## src/hw/pmic_irq_pkg.sv

```systemverilog
// Register map and constants for the regulator interrupt flag and mask block
package pmic_irq_pkg;
    localparam logic [7:0] THERMAL_EVENT_FLAGS_OFS = 8'h06;
    localparam logic [7:0] CHARGER_EVENT_MASK_OFS  = 8'h07;
    localparam logic [7:0] THERMAL_EVENT_MASK_OFS  = 8'h08;
    localparam logic [7:0] INPUT_CURRENT_LIMIT_OFS = 8'h09;
    // Field positions in the charger event mask
    localparam int THERMISTOR_CHANGE_MASK_BIT = 7;
    localparam int CURRENT_LIMIT_MASK_BIT     = 5;
    localparam int CHARGER_THERMREG_MASK_BIT  = 1;
    localparam int CHARGER_TIMEOUT_MASK_BIT   = 0;
    // Regulator order in flag, mask and status vectors
    localparam int BUCK_A_BIT   = 4;
    localparam int BUCK_B_BIT   = 3;
    localparam int LINREG_A_BIT = 2;
    localparam int LINREG_B_BIT = 1;
    localparam int LINREG_C_BIT = 0;
    localparam int NUM_REGS     = 5;
    // Reset values
    localparam logic [7:0] CHARGER_EVENT_MASK_RST = 8'hff;
    localparam logic [4:0] THERMAL_EVENT_MASK_RST = 5'h1f;
    localparam logic [1:0] INPUT_LIMIT_SELECT_RST = 2'h0;
endpackage

```

## src/hw/pmic_irq_flags_and_masks.sv

```systemverilog
// Thermal flags, interrupt masks and input current limit register
//
// Contract
// RULE1 - Thermal changes set flags; host read clears
// RULE2 - Mask A bit7 gates thermistor change flag
// RULE3 - Mask A bit1 gates thermal regulation flag
// RULE4 - Mask A bit0 gates charger timeout flag
// RULE5 - Mask A bit5 gates current limit flag
// RULE6 - Limit select writable unless write protected
// RULE7 - Limit select defaults on supply rise
// RULE8 - Thermal-off status bits drive event flags
// RULE9 - Mask B bits gate thermal flags
`timescale 1ns/1ns
module pmic_irq_flags_and_masks
    import pmic_irq_pkg::*;
(
    // Clock and reset
    input  wire logic       mclk_i,
    input  wire logic       rst_i,
    // Register port
    input  wire logic [7:0] reg_addr_i,
    input  wire logic       reg_wr_i,
    input  wire logic [7:0] reg_wdata_i,
    input  wire logic       reg_rd_i,
    output logic      [7:0] reg_rdata_o,
    // Device state
    input  wire logic [4:0] thermal_off_status_i,
    input  wire logic       write_protect_i,
    input  wire logic       charger_input_supply_i,
    // Raw charger event flags from the flag register outside
    input  wire logic       thermistor_change_flag_i,
    input  wire logic       current_limit_flag_i,
    input  wire logic       charger_thermreg_flag_i,
    input  wire logic       charger_timeout_flag_i,
    // Outputs
    output logic      [1:0] input_limit_select_o,
    output logic            charger_irq_o,
    output logic            thermal_irq_o
);

    ////////////////////////////////////////////////////////////////////////
    logic [4:0] status_r;
    logic [4:0] thermal_flags_r;
    logic [7:0] charger_event_mask_r;
    logic [4:0] thermal_event_mask_r;
    logic [1:0] input_limit_select_r;
    logic       supply_rise;
    logic       flag_rd;
    logic [4:0] status_change;
    logic       mask_a_wr;
    logic       mask_b_wr;
    logic       limit_wr;
    logic [7:0] rdata_nxt;

    function automatic logic hit(input logic [7:0] addr, input logic [7:0] ofs);
        return addr == ofs;
    endfunction

    assign flag_rd       = reg_rd_i & hit(reg_addr_i, THERMAL_EVENT_FLAGS_OFS);
    assign status_change = thermal_off_status_i ^ status_r; // see RULE8
    assign mask_a_wr     = reg_wr_i & hit(reg_addr_i, CHARGER_EVENT_MASK_OFS);
    assign mask_b_wr     = reg_wr_i & hit(reg_addr_i, THERMAL_EVENT_MASK_OFS);
    // Write protect guards only the limit, never the masks
    assign limit_wr      = reg_wr_i & ~write_protect_i
                         & hit(reg_addr_i, INPUT_CURRENT_LIMIT_OFS); // see RULE6

    rise_detect supply_edge (
        .mclk_i  (mclk_i),
        .rst_i   (rst_i),
        .level_i (charger_input_supply_i),
        .rise_o  (supply_rise)
    );

    ////////////////////////////////////////////////////////////////////////
    // Status follower, reset value matches no thermal-off
    always_ff @(posedge mclk_i) begin
        if (rst_i) begin
            status_r <= 5'h00;
        end else begin
            status_r <= thermal_off_status_i;
        end
    end

    // New change wins over a read in the same cycle
    always_ff @(posedge mclk_i) begin
        if (rst_i) begin
            thermal_flags_r <= 5'h00;
        end else begin
            thermal_flags_r <= (flag_rd ? 5'h00 : thermal_flags_r) | status_change; // see RULE1
        end
    end

    // Unused charger mask bits are kept so a read returns what was written
    always_ff @(posedge mclk_i) begin
        if (rst_i) begin
            charger_event_mask_r <= CHARGER_EVENT_MASK_RST;
        end else if (mask_a_wr) begin
            charger_event_mask_r <= reg_wdata_i; // see RULE2
        end
    end

    always_ff @(posedge mclk_i) begin
        if (rst_i) begin
            thermal_event_mask_r <= THERMAL_EVENT_MASK_RST;
        end else if (mask_b_wr) begin
            thermal_event_mask_r <= reg_wdata_i[4:0]; // see RULE9
        end
    end

    // Supply rise beats a same-cycle write
    always_ff @(posedge mclk_i) begin
        if (rst_i || supply_rise) begin
            input_limit_select_r <= INPUT_LIMIT_SELECT_RST; // see RULE7
        end else if (limit_wr) begin
            input_limit_select_r <= reg_wdata_i[1:0]; // see RULE6
        end
    end

    ////////////////////////////////////////////////////////////////////////
    // Read mux, unmapped offsets read as zero
    always_comb begin
        rdata_nxt = 8'h00;
        unique case (reg_addr_i)
            THERMAL_EVENT_FLAGS_OFS: rdata_nxt = {3'h0, thermal_flags_r};
            CHARGER_EVENT_MASK_OFS:  rdata_nxt = charger_event_mask_r;
            THERMAL_EVENT_MASK_OFS:  rdata_nxt = {3'h0, thermal_event_mask_r};
            INPUT_CURRENT_LIMIT_OFS: rdata_nxt = {6'h00, input_limit_select_r};
            default:                 rdata_nxt = 8'h00;
        endcase
    end

    // Read data holds between reads
    always_ff @(posedge mclk_i) begin
        if (rst_i) begin
            reg_rdata_o <= 8'h00;
        end else if (reg_rd_i) begin
            reg_rdata_o <= rdata_nxt;
        end
    end

    assign input_limit_select_o = input_limit_select_r;
    assign thermal_irq_o = |(thermal_flags_r & thermal_event_mask_r); // see RULE9
    assign charger_irq_o =
        (thermistor_change_flag_i & charger_event_mask_r[THERMISTOR_CHANGE_MASK_BIT]) // see RULE2
      | (charger_thermreg_flag_i  & charger_event_mask_r[CHARGER_THERMREG_MASK_BIT])  // see RULE3
      | (charger_timeout_flag_i   & charger_event_mask_r[CHARGER_TIMEOUT_MASK_BIT])   // see RULE4
      | (current_limit_flag_i     & charger_event_mask_r[CURRENT_LIMIT_MASK_BIT]);    // see RULE5

    ////////////////////////////////////////////////////////////////////////
    flag_set_a: assert property (@(posedge mclk_i) disable iff (rst_i) // see RULE1
        (thermal_off_status_i[BUCK_A_BIT] != status_r[BUCK_A_BIT])
        |=> thermal_flags_r[BUCK_A_BIT])
        else $error("Thermal change did not set flag");
    flag_clear_a: assert property (@(posedge mclk_i) disable iff (rst_i) // see RULE1
        flag_rd && (status_change == 5'h00) |=> thermal_flags_r == 5'h00)
        else $error("Flag read did not clear");
    flag_cause_a: assert property (@(posedge mclk_i) disable iff (rst_i) // see RULE8
        $rose(thermal_flags_r[LINREG_C_BIT]) |-> $past(status_change[LINREG_C_BIT]))
        else $error("Flag set without status change");
    thermistor_gate_a: assert property (@(posedge mclk_i) disable iff (rst_i) // see RULE2
        !charger_event_mask_r[THERMISTOR_CHANGE_MASK_BIT] && thermistor_change_flag_i
        && !charger_thermreg_flag_i && !charger_timeout_flag_i && !current_limit_flag_i
        |-> !charger_irq_o)
        else $error("Masked thermistor flag leaked");
    thermreg_gate_a: assert property (@(posedge mclk_i) disable iff (rst_i) // see RULE3
        charger_event_mask_r[CHARGER_THERMREG_MASK_BIT] && charger_thermreg_flag_i
        |-> charger_irq_o)
        else $error("Unmasked thermal regulation flag lost");
    timeout_gate_a: assert property (@(posedge mclk_i) disable iff (rst_i) // see RULE4
        charger_event_mask_r[CHARGER_TIMEOUT_MASK_BIT] && charger_timeout_flag_i
        |-> charger_irq_o)
        else $error("Unmasked timeout flag lost");
    ilim_gate_a: assert property (@(posedge mclk_i) disable iff (rst_i) // see RULE5
        charger_event_mask_r[CURRENT_LIMIT_MASK_BIT] && current_limit_flag_i
        |-> charger_irq_o)
        else $error("Unmasked current limit flag lost");
    limit_protect_a: assert property (@(posedge mclk_i) disable iff (rst_i) // see RULE6
        write_protect_i && !supply_rise |=> $stable(input_limit_select_r))
        else $error("Protected limit select changed");
    limit_default_a: assert property (@(posedge mclk_i) disable iff (rst_i) // see RULE7
        supply_rise |=> input_limit_select_o == INPUT_LIMIT_SELECT_RST)
        else $error("Supply rise did not restore limit");
    thermal_gate_a: assert property (@(posedge mclk_i) disable iff (rst_i) // see RULE9
        (thermal_flags_r & thermal_event_mask_r) == 5'h00 |-> !thermal_irq_o)
        else $error("Masked thermal flag leaked");

    // Flag set, hold and read back on every regulator bit
    flag_any_set_a: assert property (@(posedge mclk_i) disable iff (rst_i) // see RULE1
        status_change != 5'h00
        |=> (thermal_flags_r & $past(status_change)) == $past(status_change))
        else $error("Thermal change lost against a read");
    flag_hold_a: assert property (@(posedge mclk_i) disable iff (rst_i) // see RULE1
        !flag_rd && status_change == 5'h00 |=> $stable(thermal_flags_r))
        else $error("Thermal flags changed without cause");
    flag_read_a: assert property (@(posedge mclk_i) disable iff (rst_i) // see RULE1
        flag_rd |=> reg_rdata_o == {3'h0, $past(thermal_flags_r)})
        else $error("Flag read returned wrong value");
    rdata_hold_a: assert property (@(posedge mclk_i) disable iff (rst_i) // see RULE1
        !reg_rd_i |=> $stable(reg_rdata_o))
        else $error("Read data moved without a read");

    // Register writes land one cycle later
    mask_a_write_a: assert property (@(posedge mclk_i) disable iff (rst_i) // see RULE2
        mask_a_wr |=> charger_event_mask_r == $past(reg_wdata_i))
        else $error("Charger mask write lost");
    mask_b_write_a: assert property (@(posedge mclk_i) disable iff (rst_i) // see RULE9
        mask_b_wr |=> thermal_event_mask_r == $past(reg_wdata_i[4:0]))
        else $error("Thermal mask write lost");
    limit_write_a: assert property (@(posedge mclk_i) disable iff (rst_i) // see RULE6
        limit_wr && !supply_rise |=> input_limit_select_r == $past(reg_wdata_i[1:0]))
        else $error("Unprotected limit write lost");

    // Unmasked sources must reach their interrupt
    thermal_pass_a: assert property (@(posedge mclk_i) disable iff (rst_i) // see RULE9
        (thermal_flags_r & thermal_event_mask_r) != 5'h00 |-> thermal_irq_o)
        else $error("Unmasked thermal flag lost");
    thermistor_pass_a: assert property (@(posedge mclk_i) disable iff (rst_i) // see RULE2
        charger_event_mask_r[THERMISTOR_CHANGE_MASK_BIT] && thermistor_change_flag_i
        |-> charger_irq_o)
        else $error("Unmasked thermistor flag lost");

    flag_read_c: cover property (@(posedge mclk_i) disable iff (rst_i)
        thermal_flags_r != 5'h00 ##1 flag_rd);
    limit_write_c: cover property (@(posedge mclk_i) disable iff (rst_i)
        reg_wr_i && !write_protect_i && hit(reg_addr_i, INPUT_CURRENT_LIMIT_OFS));
    thermal_irq_c: cover property (@(posedge mclk_i) disable iff (rst_i) $rose(thermal_irq_o));
    supply_rise_c: cover property (@(posedge mclk_i) disable iff (rst_i)
        supply_rise && limit_wr);
    charger_irq_c: cover property (@(posedge mclk_i) disable iff (rst_i)
        $rose(charger_irq_o));
endmodule

```

## src/hw/rise_detect.sv

```systemverilog
// Rising edge detector with one registered stage
`timescale 1ns/1ns
module rise_detect (
    // Clock and reset
    input  wire logic mclk_i,
    input  wire logic rst_i,
    // Level in, pulse out
    input  wire logic level_i,
    output logic      rise_o
);
    logic level_r;

    always_ff @(posedge mclk_i) begin
        if (rst_i) begin
            level_r <= 1'b0;
        end else begin
            level_r <= level_i;
        end
    end

    // Reset seeds low, so a supply already up at release counts as a rise
    assign rise_o = level_i & ~level_r;
endmodule
```

## config.mk

```make
export PLATFORM = sky130hd
export DESIGN_NAME = pmic_irq_flags_and_masks
export DESIGN_NICKNAME = d
export VERILOG_FILES = /design/src/hw/pmic_irq_pkg.sv /design/src/hw/pmic_irq_flags_and_masks.sv /design/src/hw/rise_detect.sv
export SDC_FILE = /design/constraint.sdc
export NUM_CORES = 1
export LEC_CHECK = 0
export ABC_AREA = 1
export BUFFER_PORTS_ARGS = -buffer_cell sky130_fd_sc_hd__buf_2
export CAP_MARGIN = 20
export CORE_MARGIN = 2
export CORE_UTILIZATION = 25
export CTS_CLUSTER_DIAMETER = 120
export DETAILED_ROUTE_END_ITERATION = 8
export GPL_TIMING_DRIVEN = 1
export PLACE_DENSITY_LB_ADDON = 0.08
export SETUP_SLACK_MARGIN = 0.5
export SYNTH_ARGS = -nofsm -noshare
export SYNTH_HDL_FRONTEND = slang
export SYNTH_SLANG_ARGS = --single-unit
```

## constraint.sdc

```tcl
create_clock -name mclk_i -period 2.5 [get_ports mclk_i]
set_input_delay 0.5 -clock mclk_i [delete_from_list [all_inputs] [get_ports mclk_i]]
set_output_delay 0.5 -clock mclk_i [all_outputs]
set_load 0.05 [all_outputs]
```

# Yosys cells after proc, flatten, opt, wreduce, memory -nomap -nowiden

Cells that the tools add are included.

ROM bits: 0
Latch bits: 0
Register bits: 34
RAM bits: 0
Memories: 0
Input port bits: 31

Mux-type cells: 2
$mul: 0
Equal/unequal tests: 4
Reductions and logical operators: 2
Bitwise operators: 18
$add $sub $neg: 0
Shift-type cells: 0
Divide/modulo/power cells: 0
Order comparisons: 0

Operators with widths:

| operator                                            | count |
|---|---|
| one-hot mux 8 bit (4 select lines)                  | 1 |
| equality test 8 x 3 -> 1 bit, second input constant | 2 |
| equality test 8 x 4 -> 1 bit, second input constant | 2 |
| bitwise AND 1 bit                                   | 10 |
| bitwise AND 5 bit                                   | 1 |
| two-way mux 5 bit                                   | 1 |
| OR 5 bit                                            | 1 |
| OR reduction 5 bit                                  | 1 |
| bitwise XOR 5 bit                                   | 1 |
| OR 1 bit                                            | 3 |
| NOT 1 bit                                           | 2 |
| logical OR 1 bit                                    | 1 |

# Longest topological paths before layout

Gate-level depths: netlist of run 1.

Depth after elaboration: 4
Mapped depth: 8
Mapped depth without buffers: 8

# Cells and area by module

A second synthesis of run 1 with hierarchy kept.

Cells, all modules: 204
Area total of the unflattened synthesis: 1544.0 µm²

Modules (own cells, without submodules):

| module                   | times used | seq. area each (µm²) | area each (µm²) | cells each |
|---|---|---|---|---|
| pmic_irq_flags_and_masks | 1          | 660.6                | 1512.7          | 200 |
| rise_detect              | 1          | 20.0                 | 31.3            | 4 |

# Worst setup path after synthesis of run 1

OpenSTA, ideal clock, no wires.

Path kind: input to output
From: in charger_timeout_flag_i
To: out charger_irq_o
Arrival: 1.027 ns
Cell stages on the path: 2
Path slack: 0.973 ns
Required time: 2.000 ns
Cell sequence: nand2_1 nand4_1

Cells in the longest elaborated chain, start to end: 3

RTL lines:

| what               | RTL line                        | RTL |
|---|---|---|
| start: declaration | pmic_irq_flags_and_masks.sv:34  | `input wire logic charger_timeout_flag_i,` |
| bitwise AND 1 bit  | pmic_irq_flags_and_masks.sv:146 | `\| (charger_timeout_flag_i & charger_event_mask_r[CHARGER_TIMEOUT_MASK_BIT])` |
| OR 1 bit           | pmic_irq_flags_and_masks.sv:146 |  |
| OR 1 bit           | pmic_irq_flags_and_masks.sv:147 | `\| (current_limit_flag_i & charger_event_mask_r[CURRENT_LIMIT_MASK_BIT]);` |
| end: declaration   | pmic_irq_flags_and_masks.sv:37  | `output logic charger_irq_o,` |

Every way passes these cells.

# Worst setup path in the final report of run 1

From: reg thermal_flags_r[0]
To: out thermal_irq_o

Cells in the longest elaborated chain, start to end: 2

RTL lines:

| what                     | RTL line                        | RTL |
|---|---|---|
| start: declaration       | pmic_irq_flags_and_masks.sv:43  | `logic [4:0] thermal_flags_r;` |
| start signal: assignment | pmic_irq_flags_and_masks.sv:89  | `thermal_flags_r <= (flag_rd ? 5'h00 : thermal_flags_r) \| status_change;` |
| bitwise AND 5 bit        | pmic_irq_flags_and_masks.sv:142 | `assign thermal_irq_o = \|(thermal_flags_r & thermal_event_mask_r);` |
| OR reduction 5 bit       | pmic_irq_flags_and_masks.sv:142 |  |
| end: declaration         | pmic_irq_flags_and_masks.sv:38  | `output logic thermal_irq_o` |

Every way passes these cells.

==> impl_metrics.py, run 1 <==
metrics = {
    "outcome": {
        "status": "finished, final reports clean",
    },
    "floorplanning": {
        "rows": 28,
        "die_h_um": 82.94,
        "die_area_um2": 6878,
        "die_w_um": 82.94,
        "coreArea_um2": 5956,
        "initial_utilization_pct": 26.16,
        "ioPinCount": 43,
    },
    "layout": {
        "layout-drive-gt1-share_pct": 26.80,
        "area_growth_pct": 22.33,
        "final_core_util_pct": 32.00,
        "nets": 280,
        "antenna_cells": 0,
        "fin_area_um2": 1906,
    },
    "min_path": {
        "hold_class": "input port to flip-flop",
    },
    "clock_network": {
        "clkSinkCount": 34,
        "max-clock-path-buffers": 2,
        "postCtsSetupBuffers": 0,
        "path_clk_slew_ps": 70,
        "cts_buffers": 5,
        "cts-htree-levels": 2,
        "post_cts_resized": 0,
        "cts_tree": "yes",
        "cts_hold_buf": 0,
        "clockRootBuffer": "clkbuf_8",
        "clk_latency_ps": 290,
    },
    "grt": {
        "grtUsageTotal_pct": 11.70,
        "grt_max_degree": 22,
        "first_global_vias": 1351,
        "antenna_found_initial": 0,
        "grt_pass1_wl_mm": 6.444,
        "grt_remaining_overflow": 0,
    },
    "critical_path": {
        "reg2reg_setup_slack_ps": 1670,
        "criticalPathCategory": "flip-flop to output port",
        "end_kind": "output port",
        "cp_max_fo": 3,
        "required_ps": 2000,
        "startpoint_type": "flip-flop",
        "crit_arrival_ps": 1340,
    },
    "sta": {
        "timing.fmax_mhz": 544.6,
        "drv_slew": 0,
        "finalSetupViolCount": 0,
        "skew_ps": 8.046,
        "worstMarginPinSlew_ps": 522.8,
        "slew_headroom_pct": 65.11,
        "fin_tns_setup_ps": 0,
        "hold_viol_final": 0,
        "period_needed_ps": 1836,
        "rsz0062_at_grt": "no",
        "fin_crit_sh_pct": 73.45,
    },
    "drt": {
        "dr_total_vias": 1399,
        "via_per_inst": 4.305,
        "drt_wl_total_mm": 3.795,
        "drt-met1-wl_mm": 1.844,
        "ant_nets": 0,
        "drc": 0,
        "drtIter0Drc": 74,
        "avgRoutedWirePerCell_um": 11.68,
        "routed.top_layer": "met4",
        "met2_wirelength_mm": 1.686,
        "detailedRoute.firstPassIterationCount": 4,
        "wl_met3_um": 195,
    },
    "synth": {
        "ys_seq_area_share_pct": 43.69,
        "yosys_warnings": 0,
        "ys_types": 26,
        "syn_inst": 206,
        "synth.avg_cell_area_um2": 7.562,
        "netlist_area_um2": 1558,
        "ys_ff_latch": 34,
        "syn_nets": 237,
    },
    "placement": {
        "routabilityCongestion": 0.7121,
        "dpl.hpwl_mm": 2.882,
        "port_buffers": 42,
        "dpl-instance-area_um2": 1814,
    },
    "pwr": {
        "power_density_nw_per_um2": 583.4,
        "total_power_w": 0.001112,
        "power.static_leakage_nw": 0.9585,
        "max-vdd-ir-drop_mv": 0.2259,
    },
    "job": {
        "drv_cap": 0,
    },
}
==> state kept, by name, indices dropped and copies added (netlist names) <==
register / cells
status_r: 5
charger_event_mask_r: 8
input_limit_select_o: 2
reg_rdata_o: 8
supply_edge.level_r: 1
thermal_event_mask_r: 5
thermal_flags_r: 5
==> kinds of logic after synthesis <==
group / Yosys count / share of synthesized area (%)
simple gates: 116 / 36.63
buf+inv: 28 / 8.514
flops: 34 / 43.69
compound gates: 23 / 8.354
xor+xnor: 5 / 2.811
==> Yosys cell counts <==
library cell | instances | area (um^2)
a21oi_2 | 3 | 26.28
inv_1 | 18 | 67.56
nand2_4 | 2 | 22.52
clkbuf_4 | 1 | 7.510
inv_2 | 3 | 11.26
nor2_1 | 10 | 37.54
a221oi_1 | 1 | 8.760
nor2_2 | 1 | 6.260
buf_2 | 2 | 10.01
nor2_4 | 2 | 22.52
o21ai_0 | 5 | 25.02
xnor2_1 | 5 | 43.79
nand2_1 | 60 | 225.2
nand3_4 | 1 | 17.52
dfxtp_1 | 34 | 680.7
buf_6 | 1 | 11.26
clkbuf_1 | 1 | 3.750
nand3_2 | 1 | 10.01
nand2_2 | 2 | 12.51
nor2_8 | 2 | 40.04
buf_8 | 1 | 15.01
nand4_1 | 1 | 6.260
nand3_1 | 34 | 170.2
inv_4 | 1 | 6.260
o21ai_1 | 2 | 10.01
a21oi_1 | 12 | 60.06
==> area by class of cell <==
class / count / area [um^2]
timing repair buffer: 42 / 210.2
multi-input combinational: 144 / 744.5
tap: 75 / 93.84
fill: 668 / 4050
inverter: 22 / 85.08
sequential: 34 / 680.7
clock buffer: 7 / 86.33
clock inverter: 1 / 5.005
==> final timing paths <==
kind	from	to	cells past startpoint
setup / recovery	thermal_flags_r[0]	thermal_irq_o	5
hold / removal	reg_wdata_i[6]	charger_event_mask_r[6]	3
setup reg to reg	charger_event_mask_r[0]	reg_rdata_o[0]	4
hold reg to reg	reg_rdata_o[0]	reg_rdata_o[0]	2
==> through the flow <==
stage | hold slack, ps | setup WS, ps | std cells
6_report | 419.6 | 663.8 | 325
5_1_grt | 419.2 | 587.2 | 325
4_1_cts | 411.3 | 665.9 | 325
3_5_place_dp | 452.6 | 843.2 | 317
3_3_place_gp | 458.6 | 853.1 | 317
2_1_floorplan | 429.2 | 972.7 | 206
==> cells in the final DEF, fill, tap and decap left out <==
cell type and n:
nor2_8 2, nand4_1 1, nand3_4 1, nor2_4 2, nand3_2 1, o21ai_1 2
nand2_4 2, nand3_1 34, clkinv_2 1, nand2_1 60, a21oi_1 12, xnor2_1 5
o21ai_0 5, nand2_2 2, a221oi_1 1, inv_1 18, clkbuf_1 1, nor2_2 1
nor2_1 10, inv_4 1, dfxtp_1 34, inv_2 3, buf_2 42, clkbuf_8 6
a21oi_2 3
==> critical path, stage by stage (launching register included) <==
cell	delay [ps]
dfxtp_1	330
nand2_1	60
nand2_1	60
a221oi_1	280
nand2_1	90
buf_2	220
==> where the power goes <==
group | internal, W | switching (W) | leakage [nW] | total (W)
clock | 0.000222 | 0.000203 | 0.0482 | 0.000426
combinational | 0.0000434 | 0.0000758 | 0.632 | 0.000119
sequential | 0.000558 | 0.00000929 | 0.278 | 0.000567
total | 0.000823 | 0.000289 | 0.958 | 0.00111
==> layer usage <==
metal	vias up	GRT usage [%]
met5	-	0
met4	0	4.918
met3	7	3.579
met2	29	18.33
met1	622	14.89
li1	741	-
No activity file was read; power rests on OpenSTA's default activity.
==> run 2, diff against run 1 <==
--- a/config.mk
+++ b/config.mk
@@ -5,7 +5,7 @@
 export SDC_FILE = /design/constraint.sdc
 export NUM_CORES = 1
 export LEC_CHECK = 0
-export ABC_AREA = 1
+export ABC_AREA = 0
 export BUFFER_PORTS_ARGS = -buffer_cell sky130_fd_sc_hd__buf_2
 export CAP_MARGIN = 20
 export CORE_MARGIN = 2
==> constraint.sdc (replaced) <==
create_clock -name mclk_i -period 1.7 [get_ports mclk_i]
set_input_delay 0.34 -clock mclk_i [delete_from_list [all_inputs] [get_ports mclk_i]]
set_output_delay 0.34 -clock mclk_i [all_outputs]
set_load 0.05 [all_outputs]
==> run 2 against run 1 <==
  * Via count fell by 5.1%
  * Setup slack worse by 600 ps
  * Sequential power up 47%
  * Synthesized cell count is 25% lower
  * Hold slack worse by 130 ps
  * Design area up 13%
  * Utilization grew 4.7 points
  * Flip-flop and latch count is the same
  * Count of clock-buffer cells in the layout did not move
  * Wire length grew 5.4%
  * First-iteration DRC count is 11% lower
  * Non-clock buffer count is 9 higher
  * Critical endpoint unchanged
  * Largest power group unchanged
==> impl_metrics.py, run 2 <==
metrics = {
    "outcome": {
        "status": "finished, final reports clean",
    },
    "floorplanning": {
        "initial_utilization_pct": 25.62,
        "ioPinCount": 43,
        "rows": 28,
        "coreArea_um2": 5851,
        "die_area_um2": 6631,
        "die_w_um": 81.43,
        "die_h_um": 81.43,
    },
    "layout": {
        "final_core_util_pct": 36.66,
        "fillCellCount": 602,
        "nets": 238,
        "antenna_cells": 0,
        "final_common_cell": "buf_2",
        "area_growth_pct": 43.07,
        "top_regs": "charger_event_mask_r x8, reg_rdata_o x8",
        "layout-drive-gt1-share_pct": 41.35,
        "final_cell_mix": "buf_2 (27), dfxtp_1 (25), nor2_1 (24)",
    },
    "clock_network": {
        "clockRootBuffer": "clkbuf_8",
        "cts_buffers": 5,
        "cts_tree": "yes",
        "max-clock-path-buffers": 2,
        "cts-htree-levels": 2,
        "clk_latency_ps": 290,
        "clkSinkCount": 34,
        "path_clk_slew_ps": 70,
    },
    "drt": {
        "detailedRoute.firstPassIterationCount": 4,
        "dr_total_vias": 1327,
        "avgRoutedWirePerCell_um": 14.13,
        "drtIter0Drc": 66,
        "via_per_inst": 4.689,
        "drc": 0,
        "drt_wl_total_mm": 3.999,
        "ant_nets": 0,
    },
    "synth": {
        "syn_inst": 155,
        "yosys_most_used_dff": "dfxtp_1",
        "synth.avg_cell_area_um2": 9.671,
        "syn_nets": 186,
        "ys_types": 32,
        "synth_simple_gate_area_share_pct": 19.20,
        "async_flop_share_pct": 0,
        "muxShareOfSynthArea_pct": 14.94,
        "synth-edff-count": 0,
        "synth-xor-area-share_pct": 2.922,
        "ys_seq_area_share_pct": 45.41,
        "synth_top_family_by_area": "simple AND/OR/NAND/NOR gates",
        "yosysTopAreaCellShare_pct": 45.41,
        "synth_common_cells": "dfxtp_1 (34), nor2_1 (24), mux2i_1 (19)",
        "synth_most_common_cell": "dfxtp_1",
        "synth_compound_area_share_pct": 14.86,
        "synth_area_leaders": "dfxtp_1 (45%), mux2i_1 (13%), nor2_1 (6.0%)",
        "ys_ff_latch": 34,
        "synth_area_leader_cell": "dfxtp_1",
        "netlist_area_um2": 1499,
        "synthAdderAreaFrac_pct": 0,
        "yosys_warnings": 0,
    },
    "sta": {
        "period_needed_ps": 1631,
        "hold_viol_final": 0,
        "rsz0062_at_grt": "yes",
        "skew_ps": 9.742,
        "timing.fmax_mhz": 613.0,
        "slew_headroom_pct": 74.43,
        "finalSetupViolCount": 0,
        "drv_slew": 0,
        "fin_ws_ps": 68.65,
        "worstMarginPinSlew_ps": 383.1,
        "fin_crit_sh_pct": 95.96,
    },
    "critical_path": {
        "reg2reg_depth": 4,
        "end_kind": "output port",
        "startpoint_type": "flip-flop",
        "crit_arrival_ps": 1290,
        "required_ps": 1360,
        "criticalPathCategory": "flip-flop to output port",
        "cp_max_fo": 3,
    },
    "min_path": {
        "hold_class": "input port to flip-flop",
        "hold_path_depth": 2,
    },
    "grt": {
        "first_global_vias": 1254,
        "grt_remaining_overflow": 0,
        "antenna_found_initial": 0,
        "grt_pass1_wl_mm": 6.258,
        "grtUsageTotal_pct": 12.71,
        "grt_max_degree": 18,
    },
    "pwr": {
        "power_density_nw_per_um2": 827.2,
        "power.static_leakage_nw": 0.9230,
        "max-vdd-ir-drop_mv": 0.2955,
    },
    "placement": {
        "port_buffers": 42,
        "routabilityCongestion": 0.7871,
        "dp_slack_ps": 52.32,
        "dpl.hpwl_mm": 3.037,
    },
    "job": {
        "drv_cap": 0,
    },
}
[run 2: layout make-up]
| type | instances | area [um^2] | share of cell area, % |
|---|---|---|---|
| Multi-Input combinational cell | 111 | 882.1 | 41.13 |
| Tap cell | 75 | 93.84 | 4.376 |
| Clock buffer | 7 | 76.32 | 3.559 |
| Sequential cell | 34 | 694.4 | 32.38 |
| Inverter | 4 | 15.01 | 0.7001 |
| Clock inverter | 1 | 30.03 | 1.400 |
| Timing Repair Buffer | 51 | 352.8 | 16.45 |
[run 2: cells by family (layout without fill, tap and decap cells)]
kind of cell	after synthesis	count (layout)
DFF	34	34
muxes	22	22
and+or+nand+nor	52	52
xor gates and xnor gates	5	5
buffers and inverters	10	63
AOI/OAI and AO/OA	32	32
[run 2: what timing repair did]
item	in CTS	in global routing
resized for setup	31	10
hold buffers	0	0
pin swaps	6	4
setup endpoints to repair	29	27
gates cloned	0	0
buffers inserted	5	1
[run 2: worst max-delay path, cell delays in order, from the launching register on]
cell	delay, ps
dfxtp_2	330
a222oi_1	400
nand2_2	120
buf_8	160
[run 2: worst paths after layout]
path,start,to,slack [ps]
worst max-delay path,thermal_event_mask_r[4],thermal_irq_o,70
worst min-delay path,thermal_off_status_i[0],status_r[0],290
worst max register to register,thermal_flags_r[4],reg_rdata_o[4],600
worst min register to register,reg_rdata_o[2],reg_rdata_o[2],470
[run 2: stage by stage]
stage                     instance area (um^2)  std cells  setup TNS [ps]  total power [W]  hold WS (ps)
final                                     2145        283               0         0.001774         289.8
after global routing                      2145        283          -12.57         0.001848         291.3
after CTS                                 2103        282               0         0.001787         287.3
after floorplan                           1580        155               0        0.0009661         445.1
after global placement                    1876        269               0         0.001044         443.1
after detailed placement                  1876        269               0         0.001047         446.3
[run 2: routing by layer]
metal | vias up | global-route usage [%] | part of all wire, % | wire, um
met1 | 619 | 17.11 | 49 | 1946
met2 | 31 | 19.10 | 45 | 1792
met4 | 0 | 5.085 | 1.4 | 57
met3 | 6 | 3.626 | 5.1 | 202
li1 | 671 | - | - | -
met5 | - | 0 | 0 | 0
[run 2: power breakdown]
group / switching, W / leakage [nW] / total [W] / internal (W)
combinational: 0.000115 / 0.593 / 0.000221 / 0.000106
sequential: 0.0000162 / 0.277 / 0.000831 / 0.000815
clock: 0.000284 / 0.0524 / 0.000722 / 0.000439
total: 0.000414 / 0.923 / 0.00177 / 0.00136
